--- config.mk ---
export PLATFORM = sky130hd
export DESIGN_NAME = dlm_top
export DESIGN_NICKNAME = d
export VERILOG_FILES = /design/src/hdl/dlm_pkg.sv /design/src/hdl/dlm_top.sv
export SDC_FILE = /design/constraint.sdc
export NUM_CORES = 1
export LEC_CHECK = 0
export ABC_AREA = 0
export BUFFER_PORTS_ARGS = -buffer_cell sky130_fd_sc_hd__buf_2
export CAP_MARGIN = 5
export CORE_MARGIN = 5
export CORE_UTILIZATION = 57
export CTS_CLUSTER_SIZE = 25
export DETAILED_ROUTE_END_ITERATION = 6
export PLACE_DENSITY = 0.78
export SETUP_SLACK_MARGIN = 0.3
export SYNTH_ARGS = -nofsm -noshare
export SYNTH_HDL_FRONTEND = slang
export SYNTH_SLANG_ARGS = --single-unit
--- constraint.sdc ---
create_clock -name CLK_SYS -period 6.68 [get_ports CLK_SYS]
set_clock_uncertainty 0.1 [all_clocks]
set_input_delay 0.668 -clock CLK_SYS [delete_from_list [all_inputs] [get_ports CLK_SYS]]
set_output_delay 0.668 -clock CLK_SYS [all_outputs]
set_load 0.1 [all_outputs]
--- src/hdl/dlm_pkg.sv ---
// ****************************************************************
// delay locked clock manager constants
// ****************************************************************
package dlm_pkg;
    // register byte offsets
    localparam logic [7:0] DLM_CTRL_OFS = 8'h00;
    localparam logic [7:0] DLM_DIVSEL_OFS = 8'h04;
    localparam logic [7:0] DLM_STATUS_OFS = 8'h08;
    localparam logic [7:0] DLM_PERIOD_OFS = 8'h0C;

    // control and status field positions
    localparam int DLM_CTRL_RST_BIT = 0;
    localparam int DLM_CTRL_DCC_BIT = 1;
    localparam int DLM_CTRL_HF_BIT = 2;
    localparam int DLM_CTRL_WAIT_BIT = 3;
    localparam int DLM_STAT_LOCK_BIT = 0;
    localparam int DLM_STAT_STOP_BIT = 1;
    localparam int DLM_STAT_TAP_LSB = 8;

    // reset values
    localparam logic DLM_RST_RESET = 1'b0;
    localparam logic DLM_DCC_RESET = 1'b1;
    localparam logic DLM_HF_RESET = 1'b0;
    localparam logic DLM_WAIT_RESET = 1'b0;

    // divide factor codes, factor = half-units / 2
    typedef enum logic [2:0] {
        DLM_DIV_1P5 = 3'h0,
        DLM_DIV_2 = 3'h1,
        DLM_DIV_2P5 = 3'h2,
        DLM_DIV_3 = 3'h3,
        DLM_DIV_4 = 3'h4,
        DLM_DIV_5 = 3'h5,
        DLM_DIV_8 = 3'h6,
        DLM_DIV_16 = 3'h7
    } dlm_div_t;
    localparam logic [2:0] DLM_DIV_RESET = 3'h1;

    // delay line and lock detection
    localparam int DLM_TAPS = 64;
    localparam int DLM_TAP_W = 6;
    localparam int DLM_PER_W = 16;
    localparam logic [3:0] DLM_LOCK_MATCHES = 4'h8;
endpackage

--- src/hdl/dlm_top.sv ---
// Summary of operation
// - loop reset drops lock within four cycles
// - reset returns all delay taps to zero
// - locked doubled output runs 2x, 50/50 duty
// - before lock doubled output is 1x 25/75
// - divided output uses selectable factor, default two
// - divided duty 50/50, except HF non-integer
// - zero-phase output is delay-compensated source copy
// - quarter, half, three-quarter phase 1x outputs
// - high-frequency variant: half phase only, no doubled
// - 1x duty corrected unless correction disabled
// - lock indicated only after alignment reached
// - startup hold pauses startup until lock
// - lock stays high across permitted clock stop
// - outputs flush then refill over delay line
//
// The placing of the registers and the Wishbone interface to the registers are this design's own decisions.
module dlm_top
    import dlm_pkg::*;
(
    input wire logic CLK_SYS,
    input wire logic NRST,
    input wire logic WB_CYC_I,
    input wire logic WB_STB_I,
    input wire logic WB_WE_I,
    input wire logic [7:0] WB_ADR_I,
    input wire logic [31:0] WB_DAT_I,
    input wire logic [3:0] WB_SEL_I,
    output logic [31:0] WB_DAT_O,
    output logic WB_ACK_O,
    output logic WB_ERR_O,
    input wire logic SOURCE_CLOCK_IN,
    input wire logic FEEDBACK_CLOCK_IN,
    output logic ZERO_PHASE_OUT,
    output logic QUARTER_PHASE_OUT,
    output logic HALF_PHASE_OUT,
    output logic THREE_QUARTER_PHASE_OUT,
    output logic DOUBLED_CLOCK_OUT,
    output logic DIVIDED_CLOCK_OUT,
    output logic LOCKED_OUT,
    output logic STARTUP_HOLD_OUT
);
    import dlm_pkg::*;

    // divide factor in half-units
    function automatic logic [5:0] div_half_units(input logic [2:0] code);
        case (code)
            DLM_DIV_1P5: div_half_units = 6'h03;
            DLM_DIV_2: div_half_units = 6'h04;
            DLM_DIV_2P5: div_half_units = 6'h05;
            DLM_DIV_3: div_half_units = 6'h06;
            DLM_DIV_4: div_half_units = 6'h08;
            DLM_DIV_5: div_half_units = 6'h0A;
            DLM_DIV_8: div_half_units = 6'h10;
            default: div_half_units = 6'h20;
        endcase
    endfunction

    logic loop_rst_q;
    logic dcc_q;
    logic hf_q;
    logic wait_q;
    logic [2:0] div_q;
    logic ack_q;
    logic err_q;
    logic [31:0] rdat_q;
    logic src_prev_q;
    logic fb_prev_q;
    logic [DLM_TAPS-1:0] line_q;
    logic [DLM_TAP_W-1:0] tap_q;
    logic [DLM_PER_W-1:0] per_q;
    logic [DLM_PER_W-1:0] since_q;
    logic per_ok_q;
    logic [3:0] match_q;
    logic locked_q;
    logic dly_prev_q;
    logic [DLM_PER_W-1:0] ph_q;
    logic run_q;
    logic [21:0] dv_pos_q;
    logic out0_q;
    logic out90_q;
    logic out180_q;
    logic out270_q;
    logic dbl_q;
    logic dv_q;
    logic hold_q;

    logic req;
    logic hit;
    logic src_rise;
    logic fb_rise;
    logic dly_now;
    logic dly_rise;
    logic [DLM_PER_W-1:0] hp;
    logic [DLM_PER_W-1:0] qp;
    logic [5:0] n2;
    logic [21:0] dv_len;
    logic [21:0] dv_hi;
    logic aligned;
    logic stopped;

    // ****************************************************************
    // wishbone slave
    // ****************************************************************
    assign req = WB_CYC_I && WB_STB_I && !ack_q && !err_q;
    assign hit = (WB_ADR_I == DLM_CTRL_OFS) || (WB_ADR_I == DLM_DIVSEL_OFS) ||
        (WB_ADR_I == DLM_STATUS_OFS) || (WB_ADR_I == DLM_PERIOD_OFS);

    always_ff @(posedge CLK_SYS or negedge NRST) begin
        if (!NRST) begin
            ack_q <= 1'b0;
            err_q <= 1'b0;
            rdat_q <= 32'h0000_0000;
        end else begin
            ack_q <= req && hit;
            err_q <= req && !hit;
            rdat_q <= 32'h0000_0000;
            if (req && !WB_WE_I) begin
                case (WB_ADR_I)
                    DLM_CTRL_OFS: rdat_q <= {28'h0000000, wait_q, hf_q, dcc_q, loop_rst_q};
                    DLM_DIVSEL_OFS: rdat_q <= {29'h0000000, div_q};
                    DLM_STATUS_OFS: rdat_q <= {18'h00000, tap_q, 6'h00, stopped, locked_q};
                    DLM_PERIOD_OFS: rdat_q <= {16'h0000, per_q};
                    default: rdat_q <= 32'h0000_0000;
                endcase
            end
        end
    end

    assign WB_ACK_O = ack_q;
    assign WB_ERR_O = err_q;
    assign WB_DAT_O = rdat_q;

    // writes land at the request edge; only byte lane 0 holds fields
    always_ff @(posedge CLK_SYS or negedge NRST) begin
        if (!NRST) begin
            loop_rst_q <= DLM_RST_RESET;
            dcc_q <= DLM_DCC_RESET;
            hf_q <= DLM_HF_RESET;
            wait_q <= DLM_WAIT_RESET;
            div_q <= DLM_DIV_RESET;
        end else if (req && hit && WB_WE_I && WB_SEL_I[0]) begin
            if (WB_ADR_I == DLM_CTRL_OFS) begin
                loop_rst_q <= WB_DAT_I[DLM_CTRL_RST_BIT];
                dcc_q <= WB_DAT_I[DLM_CTRL_DCC_BIT];
                hf_q <= WB_DAT_I[DLM_CTRL_HF_BIT];
                wait_q <= WB_DAT_I[DLM_CTRL_WAIT_BIT];
            end
            if (WB_ADR_I == DLM_DIVSEL_OFS) begin
                div_q <= WB_DAT_I[2:0];
            end
        end
    end

    // ****************************************************************
    // source period measurement and delay line
    // ****************************************************************
    assign src_rise = SOURCE_CLOCK_IN && !src_prev_q;
    assign fb_rise = FEEDBACK_CLOCK_IN && !fb_prev_q;
    assign stopped = per_ok_q && (since_q > per_q);

    always_ff @(posedge CLK_SYS or negedge NRST) begin
        if (!NRST) begin
            src_prev_q <= 1'b0;
            fb_prev_q <= 1'b0;
            line_q <= '0;
        end else begin
            src_prev_q <= SOURCE_CLOCK_IN;
            fb_prev_q <= FEEDBACK_CLOCK_IN;
            // keeps shifting through a stop so in-flight edges flush out
            line_q <= {line_q[DLM_TAPS-2:0], SOURCE_CLOCK_IN};
        end
    end

    // period survives a short stop so the tap setting stays valid
    always_ff @(posedge CLK_SYS or negedge NRST) begin
        if (!NRST) begin
            since_q <= '1;
            per_q <= '0;
            per_ok_q <= 1'b0;
        end else if (src_rise) begin
            since_q <= '0;
            // saturated count: no earlier edge; loop reset relearns the period
            if (since_q != 16'hFFFF && (!stopped || loop_rst_q)) begin
                per_q <= since_q + 16'h0001;
                per_ok_q <= 1'b1;
            end
        end else if (since_q != 16'hFFFF) begin
            since_q <= since_q + 16'h0001;
        end
    end

    // ****************************************************************
    // phase comparison and lock
    // ****************************************************************
    assign aligned = per_ok_q && ((since_q == '0) || (since_q == 16'h0001) ||
        (since_q == per_q - 16'h0001));

    always_ff @(posedge CLK_SYS or negedge NRST) begin
        if (!NRST) begin
            tap_q <= '0;
            match_q <= 4'h0;
            locked_q <= 1'b0;
        end else if (loop_rst_q) begin
            tap_q <= '0;
            match_q <= 4'h0;
            locked_q <= 1'b0;
        end else if (fb_rise && !locked_q) begin
            if (aligned) begin
                if (match_q == DLM_LOCK_MATCHES - 4'h1) begin
                    locked_q <= 1'b1;
                end
                match_q <= match_q + 4'h1;
            end else begin
                // one step per comparison; wraps to try the next edge
                match_q <= 4'h0;
                tap_q <= tap_q + 6'h01;
            end
        end
    end
    // once locked, only a loop reset drops the flag, so a clean stop keeps it

    always_ff @(posedge CLK_SYS or negedge NRST) begin
        if (!NRST) begin
            hold_q <= 1'b0;
        end else begin
            hold_q <= wait_q && !locked_q;
        end
    end

    // ****************************************************************
    // output clock synthesis
    // ****************************************************************
    assign dly_now = line_q[tap_q];
    assign dly_rise = dly_now && !dly_prev_q;
    assign hp = per_q >> 1;
    assign qp = per_q >> 2;
    assign n2 = div_half_units(div_q);
    assign dv_len = 22'(n2) * 22'(hp);
    assign dv_hi = hf_q && n2[0] ? 22'(n2 >> 1) * 22'(hp) : dv_len >> 1;

    // phase counter restarts at every delayed source edge; saturates when it stops
    always_ff @(posedge CLK_SYS or negedge NRST) begin
        if (!NRST) begin
            dly_prev_q <= 1'b0;
            ph_q <= '0;
            run_q <= 1'b0;
        end else begin
            dly_prev_q <= dly_now;
            if (dly_rise && per_ok_q) begin
                ph_q <= '0;
                run_q <= 1'b1;
            end else if (ph_q >= per_q - 16'h0001) begin
                run_q <= 1'b0;
            end else begin
                ph_q <= ph_q + 16'h0001;
            end
        end
    end

    always_ff @(posedge CLK_SYS or negedge NRST) begin
        if (!NRST) begin
            dv_pos_q <= '0;
        end else if (!run_q || dv_pos_q >= dv_len - 22'h000001) begin
            dv_pos_q <= '0;
        end else begin
            dv_pos_q <= dv_pos_q + 22'h000001;
        end
    end

    always_ff @(posedge CLK_SYS or negedge NRST) begin
        if (!NRST) begin
            out0_q <= 1'b0;
            out90_q <= 1'b0;
            out180_q <= 1'b0;
            out270_q <= 1'b0;
            dbl_q <= 1'b0;
            dv_q <= 1'b0;
        end else if (!run_q) begin
            out0_q <= 1'b0;
            out90_q <= 1'b0;
            out180_q <= 1'b0;
            out270_q <= 1'b0;
            dbl_q <= 1'b0;
            dv_q <= 1'b0;
        end else begin
            out0_q <= dcc_q ? (ph_q < hp) : dly_now;
            out180_q <= dcc_q ? (ph_q >= hp) : !dly_now;
            out90_q <= !hf_q && (dcc_q ? (ph_q >= qp && ph_q < hp + qp) :
                line_q[(tap_q + 6'(qp)) % DLM_TAPS]);
            out270_q <= !hf_q && (dcc_q ? (ph_q >= hp + qp || ph_q < qp) :
                !line_q[(tap_q + 6'(qp)) % DLM_TAPS]);
            if (hf_q) begin
                dbl_q <= 1'b0;
            end else if (locked_q) begin
                dbl_q <= (ph_q < qp) || (ph_q >= hp && ph_q < hp + qp);
            end else begin
                dbl_q <= ph_q < qp;
            end
            dv_q <= dv_pos_q < dv_hi;
        end
    end

    assign ZERO_PHASE_OUT = out0_q;
    assign QUARTER_PHASE_OUT = out90_q;
    assign HALF_PHASE_OUT = out180_q;
    assign THREE_QUARTER_PHASE_OUT = out270_q;
    assign DOUBLED_CLOCK_OUT = dbl_q;
    assign DIVIDED_CLOCK_OUT = dv_q;
    assign LOCKED_OUT = locked_q;
    assign STARTUP_HOLD_OUT = hold_q;
endmodule

==> flow_summary_export.csv, run 1 <==
group,metric,value,unit
timing,hold_ws,190,ps
worst_setup_path,r2r-end,"dv_pos_q[6]$_DFF_PN0_",
timing,finalWorstSetupSlack,-210,ps
clock_tree,cts_tree,"done",
worst_setup_path,crit_buf_inv,6,
grt,grt-ovfl-total,0,
clock_tree,cts_buffers,17,
timing,finalHoldViolations,0,
clock_tree,cts.path.max_buffers,2,
place,dp_hpwl,33200,um
floorplanning,die_x,182,um
final_layout,drive_above_1_share,0.249,
routing,drt-vias-per-instance,6.35,
final_layout,num_antenna_cells,0,
worst_setup_path,crit_start,"div_q[2]$_DFFE_PN0P_",
floorplanning,dieHeight,182,um
worst_hold_path,hold_class,"in -> async",
worst_setup_path,critPathCapture,"dv_pos_q[6]$_DFF_PN0_",
grt,first_global_vias,14394,
timing,rsz0062_at_grt,"true",
worst_setup_path,crit_path_max_incr_delay,570,ps
synthesis,synthFlopType,"dfrtp_1",
place,dp.cells,2184,
timing,tightest_slew,1110,ps
final_layout,fillers,1973,
clock_tree,cts.sinks,181,
timing,drv_slew,0,
floorplanning,die_area,33200,sq um
timing,setup_viol,23,
run_status,violations,"setup timing",
final_layout,synthToLayoutAreaGrowth,19.3,%
clock_tree,clk_pin_slew,80,ps
final_layout,layout_common_cells,"ha_1 (202), dfrtp_1 (161), buf_4 (126)",
floorplanning,io_pins,93,
routing,firstDrtPassIters,6,
worst_setup_path,required,6950,ps
worst_setup_path,startpoint_type,"flip-flop",
final_layout,multiInputGateArea,12500,sq um
job,drv_cap,0,
worst_setup_path,worst-setup-path-type,"reg -> reg",
worst_setup_path,worstPathArrival,7160,ps
worst_setup_path,reg2reg_depth,28,
final_layout,regArea,4550,sq um
timing,min_period,6890,ps
worst_setup_path,cp-end-kind,"flip-flop",
synthesis,yosys.cell_types.count,86,
worst_setup_path,rrSetupSlack,-210,ps
routing,drc,0,
floorplanning,floorplan.initialDensity,0.573,
timing,period_share,1.03,
routing,wl_per_cell,22.2,um
synthesis,async_flop_share,1.00,
clock_tree,clk_latency,460,ps
final_layout,final_cell_count_no_fill,2278,
place,io_buffers,45,
synthesis,ys_warn_count,0,
worst_setup_path,crit_fanout,5,
synthesis,synth_area,16900,sq um
timing,fmax,0.145,GHz
run_status,status,"complete, but fails checks",
synthesis,synth-seq-area-share,0.270,
floorplanning,num_rows,63,
worst_setup_path,critPathSlowestCell,"fa_1",
clock_tree,ctsHoldBuffers,0,
floorplanning,core_area,29500,sq um
grt,grt_pass1_wl,74800,um
grt,antenna_found_initial,0,
routing,ant_nets,0,
grt,grt_max_degree,92,
synthesis,ys_seq_elements,181,
timing,relSlewSlack,0.258,
synthesis,syn_avg_cell_area,9.82,sq um
power_and_ir_drop,ir_drop,0.375,mV
final_layout,layout_commonest_cell,"ha_1",
worst_setup_path,reg2reg_from,"div_q[2]$_DFFE_PN0P_",
power_and_ir_drop,powerDensity,317,nW/um^2
final_layout,layout.nets,2219,
routing,num_vias,14471,
worst_setup_path,cp_top_family,"adder cells",
grt,grt_usage,0.280,
clock_tree,htreeDepth,4,
routing,first_iter_violations,1495,
worst_setup_path,path_depth,28,
power_and_ir_drop,power,6.39,mW
power_and_ir_drop,p_leak,9.84,nW
synthesis,synth_edf_count,0,
clock_tree,root_buffer,"clkbuf_16",
place,routabilityCongestion,0.952,
place,dp_slack,-395,ps
synthesis,syn_inst,1720,
routing,wl,50600,um
==> how the worst min path moves through the flow <==
| stage | slack [ps] | cells after the start | from | to |
|---|---|---|---|---|
| 6_report | 190 | 1 | NRST | ph_q[12]$_DFFE_PN0P_ |
| 3_3_place_gp | 270 | 0 | line_q[15]$_DFF_PN0_ | line_q[16]$_DFF_PN0_ |
| 4_1_cts | 220 | 1 | NRST | ph_q[12]$_DFFE_PN0P_ |
| 2_1_floorplan | 260 | 0 | line_q[10]$_DFF_PN0_ | line_q[11]$_DFF_PN0_ |
| 3_5_place_dp | 280 | 0 | line_q[59]$_DFF_PN0_ | line_q[60]$_DFF_PN0_ |
| 5_1_grt | 230 | 1 | FEEDBACK_CLOCK_IN | fb_prev_q$_DFF_PN0_ |
==> synth_stat cells (all sizes together), types with 28 or more instances <==
cell    instances  area (sq um)
a21oi         116           599
dfrtp         163          4080
xor2           43           377
xnor2          92           813
nor3           64           320
o21ai          35           175
buf            31           191
mux4           42           946
fa             79          1580
a21o           40           300
nand3          44           220
ha            214          2680
nand2         132           495
nor2          107           402
mux2i          28           280
clkbuf         41           164
inv           136           510
==> metal layers <==
| layer | wire, um | GRT usage | share of wire | vias to the layer above |
|---|---|---|---|---|
| met5 | 0 | 0 | 0 | - |
| met4 | 2870 | 0.102 | 0.057 | 0 |
| met3 | 4300 | 0.0516 | 0.085 | 255 |
| met2 | 23600 | 0.459 | 0.47 | 798 |
| met1 | 19800 | 0.375 | 0.39 | 7060 |
| li1 | - | - | - | 6358 |
==> worst register-to-register path: cells and delay by family (launching register included) <==
family	cells	cell delay (ps)
compound gates	6	1210
buf+inv	6	900
fa+ha+maj	5	2330
simple gates	8	1410
xor+xnor	3	420
flops	1	440
==> what timing repair did <==
action / CTS / global route
resized for setup: 73 / 142
setup buffers: 28 / 29
pin swaps: 22 / 68
endpoints found under the setup margin: 23 / 23
gates cloned: 2 / 3
==> sequential cells by signal, indices dropped and copies added, names as in the netlist, 4 cells and up <==
register	count
line_q	64
match_q	4
ph_q	16
per_q	16
WB_DAT_O	16
tap_q	6
dv_pos_q	22
since_q	16
==> stage by stage <==
stage          TNS [ps]  utilization  cell area [sq um]
2_1_floorplan         0            -              17000
3_3_place_gp      -4660        0.611              18000
3_5_place_dp      -8110        0.611              18000
4_1_cts               0        0.654              19300
5_1_grt           -7050        0.683              20100
6_report          -2800        0.683              20100
==> layout make-up <==
class                   count  area share
multi-input cells        1344       0.618
flip-flops and latches    181       0.226
clock buffers              17      0.0211
clock inverters            15     0.00975
well taps                 390      0.0242
repair buffers            193      0.0749
inverters                 138      0.0257
==> report_power, final <==
group          leakage (nW)  switching (mW)  internal (mW)  total [mW]
combinational          7.25            2.17           1.71        3.88
sequential             2.29           0.207           1.22        1.43
clock                 0.305           0.539          0.547        1.09
total                  9.84            2.91           3.48        6.39
==> cells by family after synthesis <==
logic type               synth area share
other                            0.000222
flip-flops                          0.270
buffers and inverters              0.0528
adder cells (fa/ha/maj)             0.252
multiplexers                       0.0826
AND/OR/NAND/NOR                     0.152
AO/OA/AOI/OAI                       0.114
XOR/XNOR                           0.0758
Note: power is estimated with default switching activity, not from simulation.
==> run 2, diff against run 1 <==
- CORE_UTILIZATION: 57 -> 23
- CTS_CLUSTER_DIAMETER: default -> 50
- PLACE_DENSITY: 0.78 -> default
==> run 2 against run 1 <==
Compared with the run above:
- the flow now finishes without violations
- power is 1.7% lower
- critical endpoint is now DIVIDED_CLOCK_OUT$_DFF_PN0_
- worst setup slack better by 530 ps
- die area is 140% higher
==> flow_summary_export.csv, run 2 (same netlist as run 1, synthesis figures left out) <==
group,metric,value,unit
run_status,status,"finished clean",
power_and_ir_drop,p_comb_frac,0.597,
power_and_ir_drop,p_leak,9.78,nW
place,routabilityCongestion,0.879,
clock_tree,cts_buffers,17,
grt,use_met3,0.0182,
grt,grt_max_degree,69,
power_and_ir_drop,netSwitchingFraction,0.457,
worst_setup_path,crit_buf_inv,4,
grt,grtUsageMet1,0.161,
timing,period_share,0.952,
place,dp_hpwl,34900,um
power_and_ir_drop,powerDensity,304,nW/um^2
floorplanning,dieHeight,281,um
clock_tree,htreeDepth,4,
floorplanning,io_pins,93,
final_layout,multiInputGateArea,12300,sq um
clock_tree,clk_pin_slew,100,ps
final_layout,regArea,4550,sq um
clock_tree,cts.sinks,181,
grt,grt-ovfl-total,0,
grt,grt_usage,0.114,
clock_tree,cts.path.max_buffers,2,
power_and_ir_drop,clkPwrFrac,0.179,
routing,drt-vias-per-instance,4.63,
routing,num_vias,13142,
timing,setup_viol,0,
power_and_ir_drop,p_int,3.41,mW
worst_setup_path,cp-end-kind,"flip-flop",
final_layout,layout_common_cells,"ha_1 (205), dfrtp_1 (161), inv_1 (125)",
timing,fmax,0.157,GHz
worst_hold_path,hold_class,"in -> async",
final_layout,largest_register_ffs,64,
place,dp_slack,-219,ps
final_layout,largest_register,"line_q",
worst_setup_path,worstPathArrival,6670,ps
routing,first_iter_violations,839,
floorplanning,core_area,72800,sq um
worst_setup_path,crit_fanout,8,
final_layout,synthToLayoutAreaGrowth,22.4,%
timing,tightest_slew,1080,ps
timing,finalHoldViolations,0,
floorplanning,num_rows,99,
clock_tree,root_buffer,"clkbuf_16",
timing,rsz0062_at_grt,"true",
grt,antenna_found_initial,3,
timing,relSlewSlack,0.278,
grt,first_global_vias,13037,
routing,wl,46300,um
grt,use_met2,0.181,
final_layout,num_antenna_cells,0,
timing,finalWorstSetupSlack,321,ps
job,drv_cap,0,
place,dp.cells,2760,
final_layout,drive_above_1_share,0.234,
worst_setup_path,crit_path_max_incr_delay,590,ps
power_and_ir_drop,ir_drop,0.391,mV
place,io_buffers,45,
routing,wl_per_cell,16.3,um
worst_setup_path,critPathSlowestCell,"dfstp_2",
timing,drv_slew,0,
floorplanning,die_x,281,um
final_layout,fillers,7642,
clock_tree,ctsHoldBuffers,0,
final_layout,final_cell_count_no_fill,2841,
final_layout,layout.nets,2213,
routing,firstDrtPassIters,5,
worst_setup_path,cp_top_family,"adder cells",
grt,busiest_layer,"met2",
power_and_ir_drop,power_frac_seq,0.223,
final_layout,top_regs,"line_q (64), dv_pos_q (22)",
timing,min_period,6360,ps
worst_setup_path,worst-setup-path-type,"reg -> reg",
routing,ant_nets,0,
worst_setup_path,startpoint_type,"flip-flop",
clock_tree,cts_tree,"done",
floorplanning,floorplan.initialDensity,0.232,
routing,drc,0,
grt,grt_pass1_wl,72400,um
power_and_ir_drop,switching_power,2.87,mW
final_layout,layout_commonest_cell,"ha_1",
clock_tree,clk_latency,470,ps
worst_setup_path,worstPathCellList,"buf_8 > and3_4 > buf_6 > and2_4 > fa_2 > fa_1 > fa_1 > ha_2 > o21a_2 > a2111oi_4 > o31ai_2 > a311o_1 > or4_4 > a31o_1 > a21oi_2 > xor2_2 > ha_1 > nand4_1 > nor4_4 > buf_4 > buf_4 > a221oi_2 > and3_4",
worst_setup_path,required,7000,ps
floorplanning,die_area,78900,sq um
==> run 2: layout make-up <==
cell class | instances | share of cell area
Clock buffer | 17 | 0.0206
Clock inverter | 15 | 0.0107
Inverter | 138 | 0.0251
Multi-Input combinational cell | 1344 | 0.595
Sequential cell | 181 | 0.220
Tap cell | 959 | 0.0580
Timing Repair Buffer | 187 | 0.0707
==> run 2: path summary, 6_finish.rpt <==
check	from	end	slack [ps]	cells past startpoint
max	div_q[0]$_DFFE_PN1P_	DIVIDED_CLOCK_OUT$_DFF_PN0_	320	23
min	NRST	dv_pos_q[10]$_DFF_PN0_	120	1
max reg2reg	div_q[0]$_DFFE_PN1P_	DIVIDED_CLOCK_OUT$_DFF_PN0_	320	23
min reg2reg	line_q[30]$_DFF_PN0_	line_q[31]$_DFF_PN0_	290	0
max in group asynchronous	NRST	line_q[0]$_DFF_PN0_	5150	2
min in group CLK_SYS	SOURCE_CLOCK_IN	line_q[0]$_DFF_PN0_	230	1
==> run 2: metal layers <==
metal / wire length [um] / vias up
li1: - / 6336
met1: 22000 / 6549
met2: 21600 / 209
met3: 1630 / 48
met4: 1080 / 0
met5: 0 / -
==> run 2: what timing repair did <==
action / in CTS / in global routing
buffers inserted: 13 / 30
pin swaps: 30 / 35
gates cloned: 2 / 4
setup endpoints to repair: 23 / 23
endpoints found under the hold margin: 0 / 0
resized for setup: 43 / 135
==> run 2: power groups by stage <==
stage          Sequential [mW]  Clock (mW)  Combinational [mW]
2_1_floorplan             1.49           0                2.36
3_3_place_gp              1.42           0                3.33
3_5_place_dp              1.42           0                3.36
4_1_cts                   1.40        1.15                3.44
5_1_grt                   1.42        1.20                4.07
6_report                  1.40        1.13                3.75
==> run 2: through the flow <==
step                power, mW  instance area, sq um  hold slack, ps  setup TNS, ps   util
detailed placement       4.78                 18800             275          -4180  0.258
global placement         4.75                 18800             273          -3760  0.258
global route             6.68                 20700             147              0  0.284
finish                   6.29                 20700             118              0  0.284
CTS                      6.00                 19800             125              0  0.271
floorplan                3.84                 17000             264              0      -
==> run 3, diff against run 2 <==
- BUFFER_PORTS_ARGS: -buffer_cell sky130_fd_sc_hd__buf_2 -> default
- DONT_BUFFER_PORTS: default -> 1
==> run 3 against run 2 <==
Compared with the run above:
- the flow now finishes with violations (hold timing)
- sequential share of layout area increased by 0.30 points
- utilization decreased by 0.40 points
- maximum frequency about the same
- hold slack got worse by 150 ps
- final area decreased by 1.4%
- flip-flop and latch count unchanged
- die area unchanged
- critical path depth increased by 7
- non-clock buffer count decreased by 65
- largest cell class unchanged
- highest routed layer unchanged
==> flow_summary_export.csv, run 3 (same netlist as run 1, synthesis figures left out) <==
group,metric,value,unit
run_status,status,"complete, but fails checks",
run_status,violations,"hold timing",
worst_setup_path,crit_fanout,7,
floorplanning,dieHeight,281,um
worst_setup_path,required,6960,ps
grt,grt-ovfl-total,0,
final_layout,top_regs,"line_q (64), dv_pos_q (22)",
grt,grt_pass1_wl,73100,um
routing,ant_nets,0,
final_layout,layout_commonest_cell,"ha_1",
floorplanning,io_pins,93,
place,dp_slack,-333,ps
timing,fmax,0.157,GHz
final_layout,fillers,7566,
power_and_ir_drop,ir_drop,0.373,mV
floorplanning,core_area,72800,sq um
grt,first_global_vias,13087,
clock_tree,clk_pin_slew,90,ps
floorplanning,die_x,281,um
clock_tree,cts.path.max_buffers,2,
power_and_ir_drop,p_leak,9.51,nW
timing,relSlewSlack,0.275,
worst_setup_path,cp-end-kind,"flip-flop",
grt,grt_max_degree,164,
grt,grt_usage,0.114,
timing,period_share,0.952,
place,routabilityCongestion,0.862,
routing,firstDrtPassIters,5,
final_layout,largest_register,"line_q",
timing,tightest_slew,1090,ps
worst_setup_path,startpoint_type,"flip-flop",
clock_tree,htreeDepth,4,
routing,wl_per_cell,16.4,um
timing,hold_ws,-33.1,ps
place,dp_hpwl,33900,um
routing,num_vias,12856,
timing,finalHoldViolations,10,
final_layout,layout.nets,2147,
worst_setup_path,crit_path_max_incr_delay,560,ps
timing,rsz0062_at_grt,"true",
routing,wl,45600,um
clock_tree,cts_buffers,17,
clock_tree,clk_latency,460,ps
timing,setup_viol,0,
grt,antenna_found_initial,2,
clock_tree,cts_tree,"done",
floorplanning,die_area,78900,sq um
clock_tree,root_buffer,"clkbuf_16",
floorplanning,floorplan.initialDensity,0.232,
worst_hold_path,hold_class,"in -> async",
final_layout,num_antenna_cells,0,
final_layout,synthToLayoutAreaGrowth,20.7,%
routing,first_iter_violations,621,
final_layout,stdcell_area,20400,sq um
final_layout,largest_register_ffs,64,
clock_tree,cts.sinks,181,
timing,min_period,6360,ps
final_layout,finalCoreUtilization,0.280,
routing,drc,0,
routing,drt-vias-per-instance,4.63,
worst_setup_path,worstPathArrival,6650,ps
final_layout,layout_common_cells,"ha_1 (203), dfrtp_1 (162), inv_1 (126)",
final_layout,drive_above_1_share,0.210,
timing,drv_slew,0,
floorplanning,num_rows,99,
job,drv_cap,0,
worst_setup_path,critPathSlowestCell,"dfstp_2",
place,io_buffers,0,
power_and_ir_drop,power,6.24,mW
place,dpl_cell_area,18500,sq um
power_and_ir_drop,powerDensity,306,nW/um^2
place,dp.cells,2701,
worst_setup_path,worst-setup-path-type,"reg -> reg",
final_layout,final_cell_count_no_fill,2775,
timing,finalWorstSetupSlack,318,ps
## run 3: path summary, 6_finish.rpt
kind	slack, ps	cells past startpoint	end	start
min in group CLK_SYS	140	0	line_q[0]$_DFF_PN0_	SOURCE_CLOCK_IN
max in group asynchronous	5560	1	line_q[23]$_DFF_PN0_	NRST
max	320	30	dv_pos_q[21]$_DFF_PN0_	div_q[0]$_DFFE_PN1P_
min	-30	1	dv_pos_q[2]$_DFF_PN0_	NRST
max reg2reg	320	30	dv_pos_q[21]$_DFF_PN0_	div_q[0]$_DFFE_PN1P_
min reg2reg	290	0	line_q[24]$_DFF_PN0_	line_q[23]$_DFF_PN0_
## run 3: timing repair
item | 4_1_cts | 5_1_grt
resized for setup | 61 | 131
hold buffers | 2 | 0
setup endpoints to repair | 23 | 23
buffers inserted | 15 | 19
gates cloned | 4 | 2
hold endpoints to repair | 163 | 0
pin swaps | 29 | 27
## run 3: worst max-delay path, delay by kind of cell (launching register included)
kind / cells / cell delay, ps
AOI/OAI and AO/OA: 6 / 1000
xor gates and xnor gates: 1 / 140
adders and majority gates: 5 / 2060
buffers and inverters: 9 / 1140
DFF: 1 / 560
and+or+nand+nor: 9 / 1260
## run 3: final cells by class
class,instances,area (sq um),area share
sequential,181,4550,0.223
multi-input combinational,1343,12300,0.605
clock buffer,17,425,0.0209
timing repair buffer,122,1150,0.0562
clock inverter,15,214,0.0105
tap,959,1200,0.0589
inverter,138,518,0.0254
## run 3: layer usage
metal,GRT usage,wire (um)
met2,0.187,21400
met4,0.0234,620
met1,0.161,21900
met5,0,0
met3,0.0179,1680
## run 3: report_power, final
| group | switching, mW | leakage [nW] | internal (mW) |
|---|---|---|---|
| Sequential | 0.332 | 2.29 | 1.22 |
| Combinational | 1.93 | 6.92 | 1.66 |
| Clock | 0.581 | 0.304 | 0.525 |
## run 3: stage by stage
stage	TNS (ps)	hold WS, ps
detailed placement	-6970	278
finish	0	-33.1
global placement	-4380	273
floorplan	0	264
CTS	0	112
global route	0	20.2
